<file path="src/core/wwdt_pkg.sv">
package wwdt_pkg;
    // Oscillator and prescaler timing
    localparam int          OSC_FREQ_KHZ    = 32;            // Nominal oscillator rate
    localparam int          PRE_PERIOD_US_S = 1000;          // Prescaler period, divide-by-32
    localparam int          PRE_PERIOD_US_L = 4000;          // Prescaler period, divide-by-128
    localparam int          CLK_PERIOD_NS   = 8;             // System clock period
    localparam int          PRE_PERIOD_CYC_S = PRE_PERIOD_US_S * 1000 / CLK_PERIOD_NS; // Cycles, short mode
    // Prescaler widths in bits
    localparam logic [4:0]  PRE_BITS_SHORT  = 5'h05;         // Divide by 32
    localparam logic [4:0]  PRE_BITS_LONG   = 5'h07;         // Divide by 128
    // Combined prescaler and postscaler count width
    localparam int          CNT_W           = 22;
    // Reset values
    localparam logic        SW_EN_RST       = 1'h0;          // Software enable after reset
    localparam logic        FLAG_RST        = 1'h0;          // Time-out flag after power-on
    // Status bit positions in the reset control register
    localparam int          BIT_SW_ENABLE   = 5;
    localparam int          BIT_TIMEOUT     = 4;
    localparam int          BIT_SLEEP       = 3;
    localparam int          BIT_IDLE        = 2;

    // Configuration word fields
    typedef struct packed {
        logic       hw_wdog_enable;    // Watchdog always on
        logic       window_disable;    // 1 selects non-window mode
        logic       prescale_select;   // 1 selects divide by 128
        logic [3:0] postscale_select;  // Ratio is two to this power
    } wwdt_config_s;

    // Power state
    typedef enum logic [1:0] {
        ST_RUN   = 2'b01,
        ST_SAVE  = 2'b10
    } wwdt_state_e;
endpackage : wwdt_pkg

</file>
<file path="src/core/wwdt_top.sv">
`timescale 1ns/100ps
// Overview of operation
// - Counts oscillator ticks; enable also starts oscillator
// - Prescaler divides by 32 or 128
// - Prescaler period about 1 ms or 4 ms
// - Four-bit postscaler picks ratio 1 to 32768
// - Resets, switches, power-save and clears zero counters
// - Counts in sleep; time-out wakes device
// - Hardware enable forces watchdog and oscillator on
// - Otherwise software enable bit gates watchdog
// - Every device reset clears software enable
// - Window disable bit selects non-window mode
// - Early clear while awake in window mode causes reset
// - Time-out sets sticky flag until software clears
module wwdt_top
    import wwdt_pkg::*;
(
    input  wire logic                   CLK,               // System clock, 125 MHz
    input  wire logic                   RST_B,             // Power-on reset, async, active low
    input  wire wwdt_pkg::wwdt_config_s CONFIG,            // Configuration word fields
    input  wire logic                   OSC_TICK,          // One pulse per oscillator period
    input  wire logic                   DEV_RESET,         // Any device reset, one-cycle pulse
    input  wire logic                   CLK_SWITCH_DONE,   // Clock switch completed, pulse
    input  wire logic                   POWER_SAVE_INSTR,  // Sleep or idle entered, pulse
    input  wire logic                   WAKE_EVENT,        // Other wake source, pulse
    input  wire logic                   CLEAR_INSTR,       // Watchdog clear instruction, pulse
    input  wire logic                   SW_ENABLE_WR,      // Write strobe for software enable
    input  wire logic                   SW_ENABLE_DATA,    // Value written to software enable
    input  wire logic                   TIMEOUT_FLAG_CLR,  // Software clear of time-out flag
    output logic                        OSC_ENABLE,        // Oscillator run request
    output logic                        SW_ENABLE,         // Software enable bit readback
    output logic                        TIMEOUT_FLAG,      // Sticky time-out flag
    output logic                        RESET_REQ,         // Watchdog reset request, pulse
    output logic                        WAKE_REQ,          // Wake from power save, pulse
    output logic                        IN_POWER_SAVE      // Core is in sleep or idle
);
    import wwdt_pkg::*;

    logic [CNT_W-1:0] cnt;            // Prescaler and postscaler chain
    logic [CNT_W-1:0] next_cnt;       // Next count
    wwdt_state_e      state;          // Power state
    wwdt_state_e      next_state;     // Next power state
    logic             sw_en;          // Software enable bit
    logic             next_sw_en;     // Next software enable
    logic             flag;           // Time-out flag
    logic             next_flag;      // Next flag
    logic             rst_req;        // Registered reset request
    logic             next_rst_req;   // Next reset request
    logic             wake;           // Registered wake request
    logic             next_wake;      // Next wake request
    logic             osc_en;         // Registered oscillator enable
    logic             enabled;        // Watchdog running
    logic [4:0]       period_bits;    // Log2 of the full period in ticks
    logic [CNT_W:0]   total;          // Ticks per time-out period
    logic [CNT_W-1:0] last;           // Final count before time-out
    logic [CNT_W-1:0] win_start;      // First count of the last quarter
    logic             timeout;        // Time-out this cycle
    logic             early;          // Clear issued outside the window
    logic             wake_exit;      // Leaving power save this cycle
    logic             clr_evt;        // Counter clear this cycle

    // Enable and period decode
    always_comb begin
        enabled     = CONFIG.hw_wdog_enable | sw_en;
        // Prescaler width, then postscaler ratio on top
        period_bits = (CONFIG.prescale_select ? PRE_BITS_LONG : PRE_BITS_SHORT)
                      + {1'b0, CONFIG.postscale_select};
        total       = {{CNT_W{1'b0}}, 1'b1} << period_bits;
        last        = CNT_W'(total - 1'b1);
        win_start   = CNT_W'(total - (total >> 2));
    end

    // Event decode
    always_comb begin
        timeout   = enabled & OSC_TICK & (cnt == last);
        early     = enabled & CLEAR_INSTR & (state == ST_RUN)
                    & ~CONFIG.window_disable & (cnt < win_start);
        wake_exit = (state == ST_SAVE) & (WAKE_EVENT | timeout);
        // Any of these zeroes the whole chain; a stopped watchdog stays zero
        clr_evt   = DEV_RESET | CLK_SWITCH_DONE | POWER_SAVE_INSTR
                    | wake_exit | CLEAR_INSTR | ~enabled;
    end

    // Counter next value
    always_comb begin
        if (clr_evt) begin
            next_cnt = '0;
        end else if (timeout) begin
            next_cnt = '0;                                                     // Restart after time-out
        end else if (OSC_TICK) begin
            next_cnt = cnt + 1'b1;
        end else begin
            next_cnt = cnt;                                                    // Hold between ticks
        end
    end

    // Power state next value
    always_comb begin
        next_state = state;
        unique case (state)
            ST_RUN: begin
                if (POWER_SAVE_INSTR && !DEV_RESET) begin
                    next_state = ST_SAVE;                                      // Enter sleep or idle
                end
            end
            ST_SAVE: begin
                if (wake_exit || DEV_RESET) begin
                    next_state = ST_RUN;
                end
            end
            default: begin
                next_state = ST_RUN;                                           // Recover illegal code
            end
        endcase
    end

    // Control and status next values
    always_comb begin
        // Software enable; device reset clears it
        if (DEV_RESET) begin
            next_sw_en = 1'b0;
        end else if (SW_ENABLE_WR) begin
            next_sw_en = SW_ENABLE_DATA;
        end else begin
            next_sw_en = sw_en;
        end
        // Sticky flag; a new event wins over a software clear
        if (timeout || early) begin
            next_flag = 1'b1;
        end else if (TIMEOUT_FLAG_CLR) begin
            next_flag = 1'b0;
        end else begin
            next_flag = flag;
        end
        next_rst_req = (timeout & (state == ST_RUN)) | early;
        next_wake    = timeout & (state == ST_SAVE);
    end

    // State registers
    always_ff @(posedge CLK or negedge RST_B) begin
        if (!RST_B) begin
            cnt     <= '0;
            state   <= ST_RUN;
            sw_en   <= SW_EN_RST;
            flag    <= FLAG_RST;
            rst_req <= 1'b0;
            wake    <= 1'b0;
            osc_en  <= 1'b0;
        end else begin
            cnt     <= next_cnt;
            state   <= next_state;
            sw_en   <= next_sw_en;
            flag    <= next_flag;
            rst_req <= next_rst_req;
            wake    <= next_wake;
            osc_en  <= enabled;
        end
    end

    // Outputs from flip-flops; IN_POWER_SAVE is decoded from the state register
    assign OSC_ENABLE    = osc_en;
    assign SW_ENABLE     = sw_en;
    assign TIMEOUT_FLAG  = flag;
    assign RESET_REQ     = rst_req;
    assign WAKE_REQ      = wake;
    assign IN_POWER_SAVE = (state == ST_SAVE);
endmodule : wwdt_top

</file>
<file path="config.mk">
export PLATFORM = sky130hd
export DESIGN_NAME = wwdt_top
export DESIGN_NICKNAME = d
export VERILOG_FILES = /design/src/core/wwdt_pkg.sv /design/src/core/wwdt_top.sv
export SDC_FILE = /design/constraint.sdc
export NUM_CORES = 1
export LEC_CHECK = 0
export BUFFER_PORTS_ARGS = -buffer_cell sky130_fd_sc_hd__clkbuf_2
export CORE_UTILIZATION = 65
export DETAILED_ROUTE_END_ITERATION = 7
export PLACE_DENSITY = 0.88
export SLEW_MARGIN = 20
export SYNTH_ARGS = -nofsm -noshare
export SYNTH_HDL_FRONTEND = slang
export SYNTH_SLANG_ARGS = --single-unit
</file>
<file path="constraint.sdc">
create_clock -name CLK -period 3.81 [get_ports CLK]
set_input_delay 0.381 -clock CLK [delete_from_list [all_inputs] [get_ports CLK]]
set_output_delay 0.381 -clock CLK [all_outputs]
set_load 0.01 [all_outputs]
</file>
* Word level (Yosys, flattened, before mapping) *
Cells that the tools add are included.

cells by class
  multiplexer cells = 11
  shifts and indexed selects = 1
  magnitude comparators = 1
  eq/ne operators = 5
  reductions and logical operators = 8
  bitwise gates (word level) = 19
  add/sub/neg operators = 4

operators by type and width
  operator                                                                count
  22-bit two-way mux                                                      3
  1-bit by 5-bit << shifter with 23-bit output (first input constant)     1
  22-bit by 1-bit adder with 22-bit output (second input constant)        1
  22-bit equality test                                                    1
  22-bit < comparator                                                     1
  22-bit by 1-bit subtractor with 22-bit output (second input constant)   1
  22-bit by 21-bit subtractor with 22-bit output                          1
  1-bit bitwise AND                                                       9
  1-bit bitwise OR                                                        8
  2-bit two-way mux                                                       3
  3-bit by 4-bit adder with 5-bit output                                  1
  1-bit two-way mux                                                       4
  2-bit by 1-bit != test with 1-bit output (second input constant)        2
  2-bit case mux with 2 select lines                                      1
  2-bit nonzero test                                                      2
  3-bit nonzero test                                                      1
  2-bit by 1-bit equality test with 1-bit output (second input constant)  1
  2-bit equality test (second input constant)                             1
  1-bit logical OR                                                        2
  1-bit inverter                                                          2
  2-bit AND reduction                                                     1
  1-bit logical AND                                                       1
  1-bit zero test                                                         1

word-level totals
  output and inout bits = 6
  register bits = 29
  logic and storage cells = 56
  input bits = 18

* Longest topological paths before layout *
Gate-level depths: netlist of run 1.

  word-level depth = 12
  mapped depth = 23
  mapped depth without buffers = 22

* Worst setup path before layout of run 1 *
Ideal clock, no wire load.

  path kind = input-to-reg
  from = input port CONFIG[1] (netlist bit)
  to = register flag (netlist: TIMEOUT_FLAG)
  required time = 3.679 ns
  setup time = 0.131 ns
  buffers on the path = 1
  data arrival time = 4.045 ns
  stages on the path = 20
  setup slack = -0.366 ns
  cell sequence = ha_1 -> buf_2 -> nor2_2 -> nand2_1 -> inv_1 -> ha_1 -> or2_2 -> a21o_1 -> o211a_1 -> a211oi_1 -> o211a_1 -> o21bai_1 -> a21o_1 -> xnor2_1 -> ha_1 -> nand3_1 -> nor3_1 -> o2111ai_1 -> a21oi_1 -> o21ai_0

on the way
  longest elaborated chain between the ends = 7
  elaborated cells between the ends (all ways) = 11
  those cells by class = 3 x add/sub; 1 x order compare; 1 x eq/ne; 1 x shift; 1 x mux; 2 x bitwise; 2 x reduce/logical

ends and longest elaborated chain
  item                                                                                                             line                            text
  start, declared                                                                                                  wwdt_top.sv:20                  input wire wwdt_pkg::wwdt_config_s CONFIG,
  3-bit by 4-bit adder with 5-bit output (*)                                                                       wwdt_top.sv:67                  + {1'b0, CONFIG.postscale_select};
  1-bit by 5-bit << shifter with 23-bit output (*)                                                                 wwdt_top.sv:68                  total = {{CNT_W{1'b0}}, 1'b1} << period_bits;
  22-bit by 21-bit subtractor with 22-bit output or 22-bit by 1-bit subtractor with 22-bit output (tied branches)  wwdt_top.sv:70, wwdt_top.sv:69
  22-bit < comparator or 22-bit equality test (tied branches)                                                      wwdt_top.sv:77, wwdt_top.sv:75
  1-bit bitwise AND (on tied branches)                                                                             wwdt_top.sv:77, wwdt_top.sv:75
  1-bit logical OR (*)                                                                                             wwdt_top.sv:128                 if (timeout || early) begin
  1-bit two-way mux or 2-bit nonzero test (tied branches)                                                          -
  end signal, assigned                                                                                             wwdt_top.sv:153                 flag <= next_flag;
  end, declared                                                                                                    wwdt_top.sv:45                  logic flag;

Every way passes the cells marked *; elsewhere a longest branch is shown, timed or not.
A chain may end at the register's enable or synchronous reset.

* Worst setup path in the final report of run 1 *
  from = input port CONFIG[4] (netlist bit)
  to = register flag (netlist: TIMEOUT_FLAG)

on the way
  longest elaborated chain between the ends = 8
  elaborated cells between the ends (all ways) = 12
  those cells by class = 3 x add/sub; 1 x order compare; 1 x eq/ne; 1 x shift; 2 x mux; 2 x bitwise; 2 x reduce/logical

ends and longest elaborated chain
  item                                                                                                             line                            text
  2-bit two-way mux (*)                                                                                            wwdt_top.sv:66                  period_bits = (CONFIG.prescale_select ? PRE_BITS_LONG : PRE_BITS_SHORT)
  3-bit by 4-bit adder with 5-bit output (*)                                                                       wwdt_top.sv:67
  1-bit by 5-bit << shifter with 23-bit output (*)                                                                 wwdt_top.sv:68
  22-bit by 21-bit subtractor with 22-bit output or 22-bit by 1-bit subtractor with 22-bit output (tied branches)  wwdt_top.sv:70, wwdt_top.sv:69
  22-bit < comparator or 22-bit equality test (tied branches)                                                      wwdt_top.sv:77, wwdt_top.sv:75
  1-bit bitwise AND (on tied branches)                                                                             wwdt_top.sv:77, wwdt_top.sv:75
  1-bit logical OR (*)                                                                                             wwdt_top.sv:128
  1-bit two-way mux or 2-bit nonzero test (tied branches)                                                          -

Marks and branches as above.

==> results of run 1 <==
[final cells by class]
cell class / count / area, um2 / area share
multi-input combinational: 384 / 3050 / 0.657
sequential: 29 / 727 / 0.157
timing repair buffer: 86 / 601 / 0.129
inverter: 24 / 92.6 / 0.0200
tap: 70 / 87.6 / 0.0189
clock buffer: 6 / 72.6 / 0.0156
clock inverter: 2 / 10.0 / 0.00216
[stage by stage]
step,cells,utilization,setup WS (ns)
2_1_floorplan,450,-,0.0463
3_3_place_gp,584,0.811,-0.273
3_5_place_dp,584,0.811,-0.388
4_1_cts,598,0.849,-0.0663
5_1_grt,601,0.891,-0.129
6_report,601,0.891,-0.0425
[cells by family after synthesis]
logic type	Yosys count
compound gates	99
xor+xnor	55
fa+ha+maj	46
buf+inv	37
flops	29
mux	4
other cells	2
simple gates	168
[cell usage after synthesis (3+ instances only)]
library cell | count | share of area
o21bai_1 | 3 | 0.0063
o31ai_1 | 3 | 0.0063
nand3b_1 | 3 | 0.0063
o22ai_1 | 3 | 0.0052
buf_2 | 7 | 0.0097
a2111oi_0 | 3 | 0.0073
a21o_1 | 17 | 0.035
dfrtp_1 | 28 | 0.19
nor2_1 | 41 | 0.043
nand4_1 | 11 | 0.019
o21a_1 | 5 | 0.010
nor3_1 | 8 | 0.011
a21oi_1 | 19 | 0.026
inv_1 | 22 | 0.023
or3_1 | 5 | 0.0087
and3_1 | 6 | 0.010
nand2b_1 | 6 | 0.010
nand2_1 | 33 | 0.034
o21ai_0 | 14 | 0.019
xnor2_1 | 25 | 0.061
xor2_1 | 29 | 0.071
o211ai_1 | 4 | 0.0083
ha_1 | 45 | 0.16
a31oi_1 | 3 | 0.0052
mux2i_1 | 3 | 0.0083
nor2b_1 | 5 | 0.0087
and4_1 | 4 | 0.0097
or2_2 | 3 | 0.0052
a211oi_1 | 5 | 0.010
nand3_1 | 20 | 0.028
clkbuf_1 | 4 | 0.0042
[per-layer routing]
layer  up-vias  track usage
met5         -            0
li1       1767            -
met1      1892        0.492
met3       104       0.0575
met4         0        0.194
met2       356        0.685
[how the worst max path moves through the flow]
stage                         start  depth (start not counted)      endpoint  slack [ns]
after floorplan           CONFIG[1]                         20  TIMEOUT_FLAG        0.05
after global placement    CONFIG[1]                         20     RESET_REQ       -0.27
after detailed placement  CONFIG[1]                         20  TIMEOUT_FLAG       -0.39
after CTS                 CONFIG[1]                         20  TIMEOUT_FLAG       -0.07
after global routing      CONFIG[4]                         21  TIMEOUT_FLAG       -0.13
final                     CONFIG[4]                         23  TIMEOUT_FLAG       -0.04
[state kept, by name (all words and copies together) (netlist names)]
| signal | cells |
|---|---|
| OSC_ENABLE | 1 |
| RESET_REQ | 1 |
| SW_ENABLE | 1 |
| TIMEOUT_FLAG | 1 |
| WAKE_REQ | 1 |
| cnt | 22 |
| state | 2 |
[power by group]
part	switching, uW	leakage [uW]	total (uW)	internal (uW)
logic	314	0.00181	583	269
clock network	114	0.0000450	240	126
registers	3.77	0.000397	317	313
[placed cells by master (no fill, tap or decap), types with 12 or more instances in the layout]
cell / count
a21o_1: 17
a21oi_1: 13
buf_4: 63
clkbuf_2: 21
conb_1: 12
dfrtp_1: 28
ha_1: 38
inv_1: 20
nand2_1: 29
nand3_1: 16
nor2_1: 39
o21ai_0: 12
xnor2_1: 24
xor2_1: 29
[worst max-delay path: cells and delay by family]
| family | cells | cell delay, ns |
|---|---|---|
| AOI/OAI and AO/OA | 13 | 1.76 |
| adders and majority gates | 3 | 0.85 |
| buffers and inverters | 4 | 0.54 |
| and+or+nand+nor | 2 | 0.37 |
| xor gates and xnor gates | 1 | 0.15 |
[what timing repair did]
| item | in CTS | in global routing |
|---|---|---|
| gates resized for setup | 15 | 37 |
| setup buffers | 6 | 3 |
| endpoints found under the setup margin | 2 | 2 |
| pin swaps | 14 | 25 |
==> impl_metrics.env, run 1 <==
export IMPL_first_pass_iters=6
export IMPL_period_share=1.01
export IMPL_synth_xor_area_frac=0.136
export IMPL_slew_viol_final=0
export IMPL_layout_drive_gt1_share=0.290
export IMPL_cts_inserted_buffers=5
export IMPL_first_global_vias=3823
export IMPL_max_stage_delay_ns=0.31
export IMPL_die_h_um=76.4
export IMPL_dr_total_vias=4119
export IMPL_tightest_slew_ns=0.703
export IMPL_grt_total_usage=0.400
export IMPL_path_class="input pin to register"
export IMPL_clock_sinks=29
export IMPL_grt_pass1_wl_um=18400
export IMPL_finalPower_uw=1140
export IMPL_ys_ff_latch=29
export IMPL_cts_hold_buf=0
export IMPL_fin_tns_setup_ns=-0.0702
export IMPL_met1Wirelength_um=4560
export IMPL_routed_wl_um=12500
export IMPL_fp_dieW_um=76.4
export IMPL_fin_crit_ns=3.85
export IMPL_rows=26
export IMPL_wl_met3_um=1360
export IMPL_cpMaxStageDelayCell="ha_1"
export IMPL_wl_per_cell_um=20.8
export IMPL_fin_hold_ws_ns=0.134
export IMPL_clkLatencyLatePin_ns=0.29
export IMPL_start_util=0.692
export IMPL_n_antenna_cell=0
export IMPL_yosys_most_used_dff="dfrtp_1"
export IMPL_cts_max_level=2
export IMPL_numPortBuffers=23
export IMPL_synth_top_family_by_area="simple AND/OR/NAND/NOR gates"
export IMPL_synth_async_reset_ratio=1.00
export IMPL_r2r_start="cnt[0]"
export IMPL_antenna_left=0
export IMPL_endpoint_kind="register"
export IMPL_setup_violations_final=2
export IMPL_final_cell_area_mm2=0.00464
export IMPL_violations="setup timing"
export IMPL_reg2reg_to="cnt[19]"
export IMPL_worstPathMaxFanout=5
export IMPL_synth_simple_area_share=0.249
export IMPL_fp_dieArea_mm2=0.00584
export IMPL_hpwl_um=7880
export IMPL_hold_viol=0
export IMPL_hp_class="input pin to asynchronous set/reset pin"
export IMPL_core_area_mm2=0.00520
export IMPL_rsz0062_at_grt="true"
export IMPL_max_freq_mhz=260
export IMPL_yosysWarnings=0
export IMPL_path_cells="buf_6, ha_4, and2b_2, buf_4, buf_4, nand2_1, ha_4, a21oi_4, o31ai_2, a21o_1, a211oi_2, buf_4, o21bai_1, a21o_1, xnor2_2, ha_1, a21o_1, a21o_1, a21oi_2, o21ai_2, a21oi_2, a21oi_2, o21ai_1"
export IMPL_cts_clk_slew_worst_paths_ns=0.06
export IMPL_vias_per_cell=6.85
export IMPL_reg2reg_depth=8
export IMPL_status="finished, violations left"
export IMPL_setup_slack_ns=-0.0425
export IMPL_peakVddDrop_v=0.000356
export IMPL_cts_path_max_buffers=2
export IMPL_root_buffer="clkbuf_8"
export IMPL_worst_ep_arrival_time_ns=4.06
export IMPL_overflow=0
export IMPL_synth_compound_area_frac=0.194
export IMPL_drt_first_iter_violations=470
export IMPL_relSlewSlack=0.531
export IMPL_p_leak_uw=0.00225
export IMPL_seq_area_frac_synth=0.202
export IMPL_nets=594
export IMPL_fill_cells=257
export IMPL_ys_types=68
export IMPL_antenna_found_initial=0
export IMPL_routed_top_layer="met4"
export IMPL_powerDensity_mw_per_mm2=246
export IMPL_crit_required_ns=4.01
export IMPL_drt_drc_violations_left=0
export IMPL_gp_congestion=0.957
export IMPL_cts_tree="yes"
export IMPL_io_pin_count=24
export IMPL_synth_adder_area_share=0.162
export IMPL_synth_area_mm2=0.00360
export IMPL_synthMuxAreaShare=0.0115
export IMPL_r2r_slack_ns=1.23
export IMPL_area_growth_pct=28.8
export IMPL_synth_edf_count=0
export IMPL_grt_max_degree=30
export IMPL_worstSetupStartpointType="input pin"
export IMPL_path_common_cell="a21o_1"
export IMPL_dpl_cell_area_mm2=0.00422
export IMPL_cap_violations=0
export IMPL_synth_area_per_cell_um2=8.18
export IMPL_syn_inst=440
export IMPL_wl_met2_um=5790
export IMPL_worst_clock_skew_ns=0.00870
No activity file was read; power rests on OpenSTA's default activity.
==> run 2: changes to the inputs <==
Settings changed: ABC_AREA set to 1, BUFFER_PORTS_ARGS -buffer_cell sky130_fd_sc_hd__clkbuf_2 to unset, CORE_MARGIN set to 2, DONT_BUFFER_PORTS set to 1, PLACE_DENSITY 0.88 to 0.84.
==> impl_metrics.env, run 2 <==
export IMPL_combPwrFrac=0.421
export IMPL_hpwl_um=8870
export IMPL_root_buffer="clkbuf_8"
export IMPL_endpoint_kind="register"
export IMPL_grt_pass1_wl_um=19100
export IMPL_cts_path_max_buffers=2
export IMPL_die_h_um=82.9
export IMPL_cts_max_level=2
export IMPL_path_delay_family="simple AND/OR/NAND/NOR gates"
export IMPL_grt_max_degree=30
export IMPL_core_area_mm2=0.00596
export IMPL_wl_per_cell_um=15.8
export IMPL_intPower_uw=780
export IMPL_slew_viol_final=0
export IMPL_switching_share=0.369
export IMPL_power_share_clock=0.321
export IMPL_synth_area_leaders="dfrtp_1 17%, ha_1 14%, nand2_1 13%"
export IMPL_fin_crit_ns=3.55
export IMPL_first_global_vias=4106
export IMPL_cp_num_buf_inv=3
export IMPL_yosys_most_used_dff="dfrtp_1"
export IMPL_cts_tree="yes"
export IMPL_power_net_switching_uw=456
export IMPL_p_leak_uw=0.00236
export IMPL_ys_types=44
export IMPL_syn_inst=610
export IMPL_powerDensity_mw_per_mm2=272
export IMPL_yosysWarnings=0
export IMPL_synth_async_reset_ratio=1.00
export IMPL_first_pass_iters=5
export IMPL_cap_violations=0
export IMPL_synth_area_per_cell_um2=6.63
export IMPL_numPortBuffers=0
export IMPL_layout_drive_gt1_share=0.160
export IMPL_grt_total_usage=0.341
export IMPL_finalPower_uw=1240
export IMPL_tightest_slew_ns=0.601
export IMPL_start_util=0.679
export IMPL_relSlewSlack=0.596
export IMPL_top_register="cnt"
export IMPL_clock_sinks=29
export IMPL_area_growth_pct=12.4
export IMPL_overflow=0
export IMPL_crit_required_ns=4.05
export IMPL_drt_first_iter_violations=265
export IMPL_status="complete, no violations"
export IMPL_antenna_left=0
export IMPL_ys_ff_latch=29
export IMPL_rows=28
export IMPL_fp_dieArea_mm2=0.00686
export IMPL_seq_area_frac_synth=0.180
export IMPL_io_pin_count=24
export IMPL_peakVddDrop_v=0.000311
export IMPL_synth_area_mm2=0.00404
export IMPL_largest_register_ffs=22
export IMPL_mostFrequentLayoutCells="143 x nand2_1, 87 x inv_1, 51 x nor2_1, 45 x ha_1, 41 x nand3_1"
export IMPL_yosysMostFrequentCell="nand2_1"
export IMPL_dr_total_vias=4245
export IMPL_nets=718
export IMPL_fin_tns_setup_ns=0
export IMPL_area_sequential_um2=727
export IMPL_synth_top_cell_by_area="dfrtp_1"
export IMPL_gp_congestion=0.988
export IMPL_reg_top3="cnt: 22 flops, state: 2 flops"
export IMPL_cts_inserted_buffers=5
export IMPL_hp_class="input pin to register"
export IMPL_multiInputGateArea_mm2=0.00299
export IMPL_routed_wl_um=11600
export IMPL_synth_edf_count=0
export IMPL_worstSetupStartpointType="input pin"
export IMPL_path_common_cell="nand2_1"
export IMPL_clkLatencyLatePin_ns=0.31
export IMPL_fp_dieW_um=82.9
export IMPL_antenna_found_initial=1
export IMPL_path_class="input pin to register"
export IMPL_worstPathMaxFanout=5
export IMPL_hold_viol=0
export IMPL_setup_violations_final=0
export IMPL_n_antenna_cell=0
export IMPL_cts_clk_slew_worst_paths_ns=0.10
export IMPL_yosys_top_cells_count="143 x nand2_1, 87 x inv_1, 51 x nor2_1, 45 x ha_1, 41 x nand3_1"
export IMPL_worst_ep_arrival_time_ns=3.80
export IMPL_synth_top_area_share=0.173
export IMPL_p_seq_frac=0.257
export IMPL_max_stage_delay_ns=0.39
export IMPL_fill_cells=453
export IMPL_drt_drc_violations_left=0
export IMPL_worst_clock_skew_ns=0.0317
export IMPL_period_share=0.933
export IMPL_cpMaxStageDelayCell="ha_1"
export IMPL_max_freq_mhz=281
export IMPL_final_common_cell="nand2_1"
export IMPL_path_cells="ha_1, nand2_4, nand3_1, buf_4, nand2_2, nand4_1, ha_1, nand2_1, nor2_1, a211oi_1, o21ai_1, buf_4, nand3_1, nand2_1, xnor2_2, ha_1, nand2_1, inv_1, o21ai_0, a21oi_1, nor3_1, nand2_1, a21boi_1"
export IMPL_vias_per_cell=5.82
[run 2: timing repair]
| action | CTS | global route |
|---|---|---|
| endpoints found under the setup margin | 0 | 2 |
| resized for setup | 0 | 11 |
| setup buffers | 0 | 1 |
| endpoints found under the hold margin | 29 | 0 |
| hold buffers | 2 | 0 |
[run 2: cell type report]
| type | instances | share of cell area |
|---|---|---|
| repair buffers | 33 | 0.0579 |
| clock inverters | 3 | 0.0143 |
| flip-flops and latches | 29 | 0.160 |
| clock buffers | 5 | 0.0152 |
| well taps | 75 | 0.0207 |
| inverters | 89 | 0.0736 |
| multi-input cells | 496 | 0.658 |
[run 2: cells by family (layout without fill, tap and decap cells)]
| group | count (synthesis) | count (layout) | synth area share |
|---|---|---|---|
| flops | 29 | 29 | 0.180 |
| other cells | 2 | 12 | 0.00186 |
| fa+ha+maj | 46 | 46 | 0.144 |
| buf+inv | 95 | 130 | 0.0991 |
| compound gates | 67 | 67 | 0.0926 |
| simple gates | 330 | 330 | 0.393 |
| xor+xnor | 41 | 41 | 0.0889 |
[run 2: worst paths after layout]
path	end	slack, ns	cells past startpoint	startpoint
max reg2reg	cnt[5]	1.45	13	SW_ENABLE
min in group asynchronous	SW_ENABLE	0.51	2	RST_B
min reg2reg	RESET_REQ	0.57	2	state[1]
max	RESET_REQ	0.26	23	CONFIG[1]
max in group asynchronous	state[0]	3.03	2	RST_B
min	SW_ENABLE	0.14	1	SW_ENABLE_WR
[run 2: metrics by stage]
| stage | std cells | setup slack, ns | util | hold slack (ns) | cell area [um2] |
|---|---|---|---|---|---|
| 4_1_cts | 729 | 0.150 | 0.755 | 0.170 | 4500 |
| 3_5_place_dp | 719 | -0.141 | 0.727 | 0.0861 | 4330 |
| 5_1_grt | 730 | -0.0284 | 0.763 | 0.149 | 4540 |
| 2_1_floorplan | 620 | 0.0219 | - | 0.0854 | 4080 |
| 3_3_place_gp | 719 | 0.0659 | 0.727 | 0.0861 | 4330 |
| 6_report | 730 | 0.255 | 0.763 | 0.140 | 4540 |
[run 2: layer usage]
layer,GRT usage,up-vias,share of wire
met1,0.439,1987,0.41
li1,-,2065,-
met2,0.578,170,0.48
met3,0.0596,21,0.081
met5,0,-,0.0010
met4,0.113,2,0.021
[run 2: power by group through the flow]
stage / logic [uW] / clock network [uW] / registers (uW)
finish: 521 / 397 / 318
global route: 584 / 406 / 318
CTS: 484 / 378 / 318
detailed placement: 472 / 0 / 323
global placement: 457 / 0 / 323
floorplan: 348 / 0 / 323
==> run 3: changes to the inputs <==
Settings changed: CAP_MARGIN set to 20, CTS_BUF_LIST set to sky130_fd_sc_hd__clkbuf_4, RECOVER_POWER set to 25.
==> impl_metrics.env, run 3 (synthesis gave the netlist of run 2 again) <==
export IMPL_reg_top3="cnt: 22 flops, state: 2 flops"
export IMPL_numPortBuffers=0
export IMPL_dp_cells=719
export IMPL_start_util=0.679
export IMPL_cap_violations=1
export IMPL_powerDensity_mw_per_mm2=255
export IMPL_drt_first_iter_violations=239
export IMPL_setup_slack_ns=0.277
export IMPL_antenna_left=0
export IMPL_max_freq_mhz=283
export IMPL_tightest_slew_ns=1.51
export IMPL_rsz0062_at_grt="false"
export IMPL_reg2reg_to="cnt[5]"
export IMPL_routed_wl_um=11100
export IMPL_reg2reg_depth=13
export IMPL_root_buffer="clkbuf_4"
export IMPL_first_pass_iters=5
export IMPL_p_leak_uw=0.00233
export IMPL_grt_max_degree=30
export IMPL_setup_violations_final=0
export IMPL_largest_register_ffs=22
export IMPL_worst_clock_skew_ns=0.0120
export IMPL_hp_class="input pin to register"
export IMPL_io_pin_count=24
export IMPL_grt_pass1_wl_um=18500
export IMPL_die_h_um=82.9
export IMPL_first_global_vias=4067
export IMPL_hpwl_um=8870
export IMPL_grt_total_usage=0.326
export IMPL_period_share=0.927
export IMPL_cts_inserted_buffers=5
export IMPL_dr_total_vias=4222
export IMPL_fill_cells=460
export IMPL_vias_per_cell=5.78
export IMPL_nets=718
export IMPL_core_area_mm2=0.00596
export IMPL_final_cell_count_no_fill=730
export IMPL_startpoint="CONFIG[1]"
export IMPL_rows=28
export IMPL_fin_crit_ns=3.53
export IMPL_power_net_switching_uw=424
export IMPL_combPwrFrac=0.450
export IMPL_area_growth_pct=11.0
export IMPL_drt_drc_violations_left=0
export IMPL_antenna_found_initial=0
export IMPL_endpoint_kind="register"
export IMPL_clkLatencyLatePin_ns=0.33
export IMPL_worstSetupStartpointType="input pin"
export IMPL_n_antenna_cell=0
export IMPL_fp_dieW_um=82.9
export IMPL_cts_tree="yes"
export IMPL_power_share_clock=0.272
export IMPL_crit_required_ns=4.07
export IMPL_mostFrequentLayoutCells="143 x nand2_1, 87 x inv_1, 51 x nor2_1, 45 x ha_1, 41 x nand3_1"
export IMPL_wl_per_cell_um=15.1
export IMPL_layout_drive_gt1_share=0.157
export IMPL_relSlewSlack=-0.00886
export IMPL_place_ws_ns=-0.141
export IMPL_cts_clk_slew_worst_paths_ns=0.10
export IMPL_final_common_cell="nand2_1"
export IMPL_fin_tns_setup_ns=0
export IMPL_peakVddDrop_v=0.000307
export IMPL_violations="capacitance limit, slew limit"
export IMPL_intPower_uw=720
export IMPL_hold_viol=0
export IMPL_cts_max_level=2
export IMPL_switching_share=0.371
export IMPL_gp_congestion=0.988
export IMPL_path_class="input pin to register"
export IMPL_r2r_slack_ns=1.43
export IMPL_status="finished, violations left"
export IMPL_p_seq_frac=0.278
export IMPL_slew_viol_final=30
export IMPL_overflow=0
export IMPL_fp_dieArea_mm2=0.00686
export IMPL_worst_ep_arrival_time_ns=3.79
export IMPL_r2r_start="cnt[3]"
export IMPL_cts_path_max_buffers=2
export IMPL_critical_path_endpoint="RESET_REQ"
export IMPL_clock_sinks=29
export IMPL_top_register="cnt"
export IMPL_worstPathMaxFanout=5
run 3: how the worst min path moves through the flow:
stage / end / depth (start not counted) / startpoint
2_1_floorplan: OSC_ENABLE / 0 / RST_B
3_3_place_gp: state[1] / 0 / RST_B
3_5_place_dp: state[1] / 0 / RST_B
4_1_cts: SW_ENABLE / 1 / SW_ENABLE_WR
5_1_grt: SW_ENABLE / 1 / SW_ENABLE_WR
6_report: SW_ENABLE / 1 / SW_ENABLE_WR
run 3: worst max-delay path, cell delays in order:
cell and delay, ns:
ha_1 0.32, nand2_2 0.14, nand3_1 0.12, buf_4 0.16, nand2_2 0.10, nand4_1 0.18
ha_1 0.38, nand2_1 0.09, nor2_1 0.05, a211oi_1 0.20, o21ai_1 0.15, buf_4 0.16
nand3_1 0.06, nand2_1 0.08, xnor2_2 0.16, ha_1 0.30, nand2_1 0.06, inv_1 0.04
o21ai_0 0.18, a21oi_1 0.09, nor3_1 0.15, nand2_1 0.11, a21boi_1 0.13
run 3: metrics by stage:
step | util | power (uW) | area [um2] | hold slack [ns]
floorplan | - | 671 | 4080 | 0.0854
finish | 0.753 | 1140 | 4490 | 0.118
CTS | 0.750 | 1120 | 4460 | 0.110
global route | 0.753 | 1230 | 4490 | 0.103
global placement | 0.727 | 781 | 4330 | 0.0861
detailed placement | 0.727 | 795 | 4330 | 0.0861
run 3: power by group through the flow:
stage	Clock [uW]	Sequential, uW	Combinational [uW]
floorplan	0	323	348
global placement	0	323	457
detailed placement	0	323	472
CTS	315	317	484
global route	328	318	580
finish	311	318	515
run 3: area by class of cell:
class | count | area [um2] | share of cell area
Clock buffer | 5 | 37.5 | 0.00837
Clock inverter | 3 | 65.1 | 0.0145
Inverter | 89 | 334 | 0.0745
Multi-Input combinational cell | 496 | 2980 | 0.665
Sequential cell | 29 | 727 | 0.162
Tap cell | 75 | 93.8 | 0.0209
Timing Repair Buffer | 33 | 246 | 0.0550
run 3: layer usage:
metal	vias up	part of all wire	track usage
met5	-	0	0
met4	0	0.023	0.109
met1	1978	0.44	0.428
met3	24	0.064	0.0447
li1	2068	-	-
met2	152	0.47	0.553
run 3: what timing repair did:
action	CTS	global route
setup buffers	0	1
resized for setup	0	9
endpoints found under the hold margin	29	0
hold buffers	2	0
setup endpoints to repair	0	2
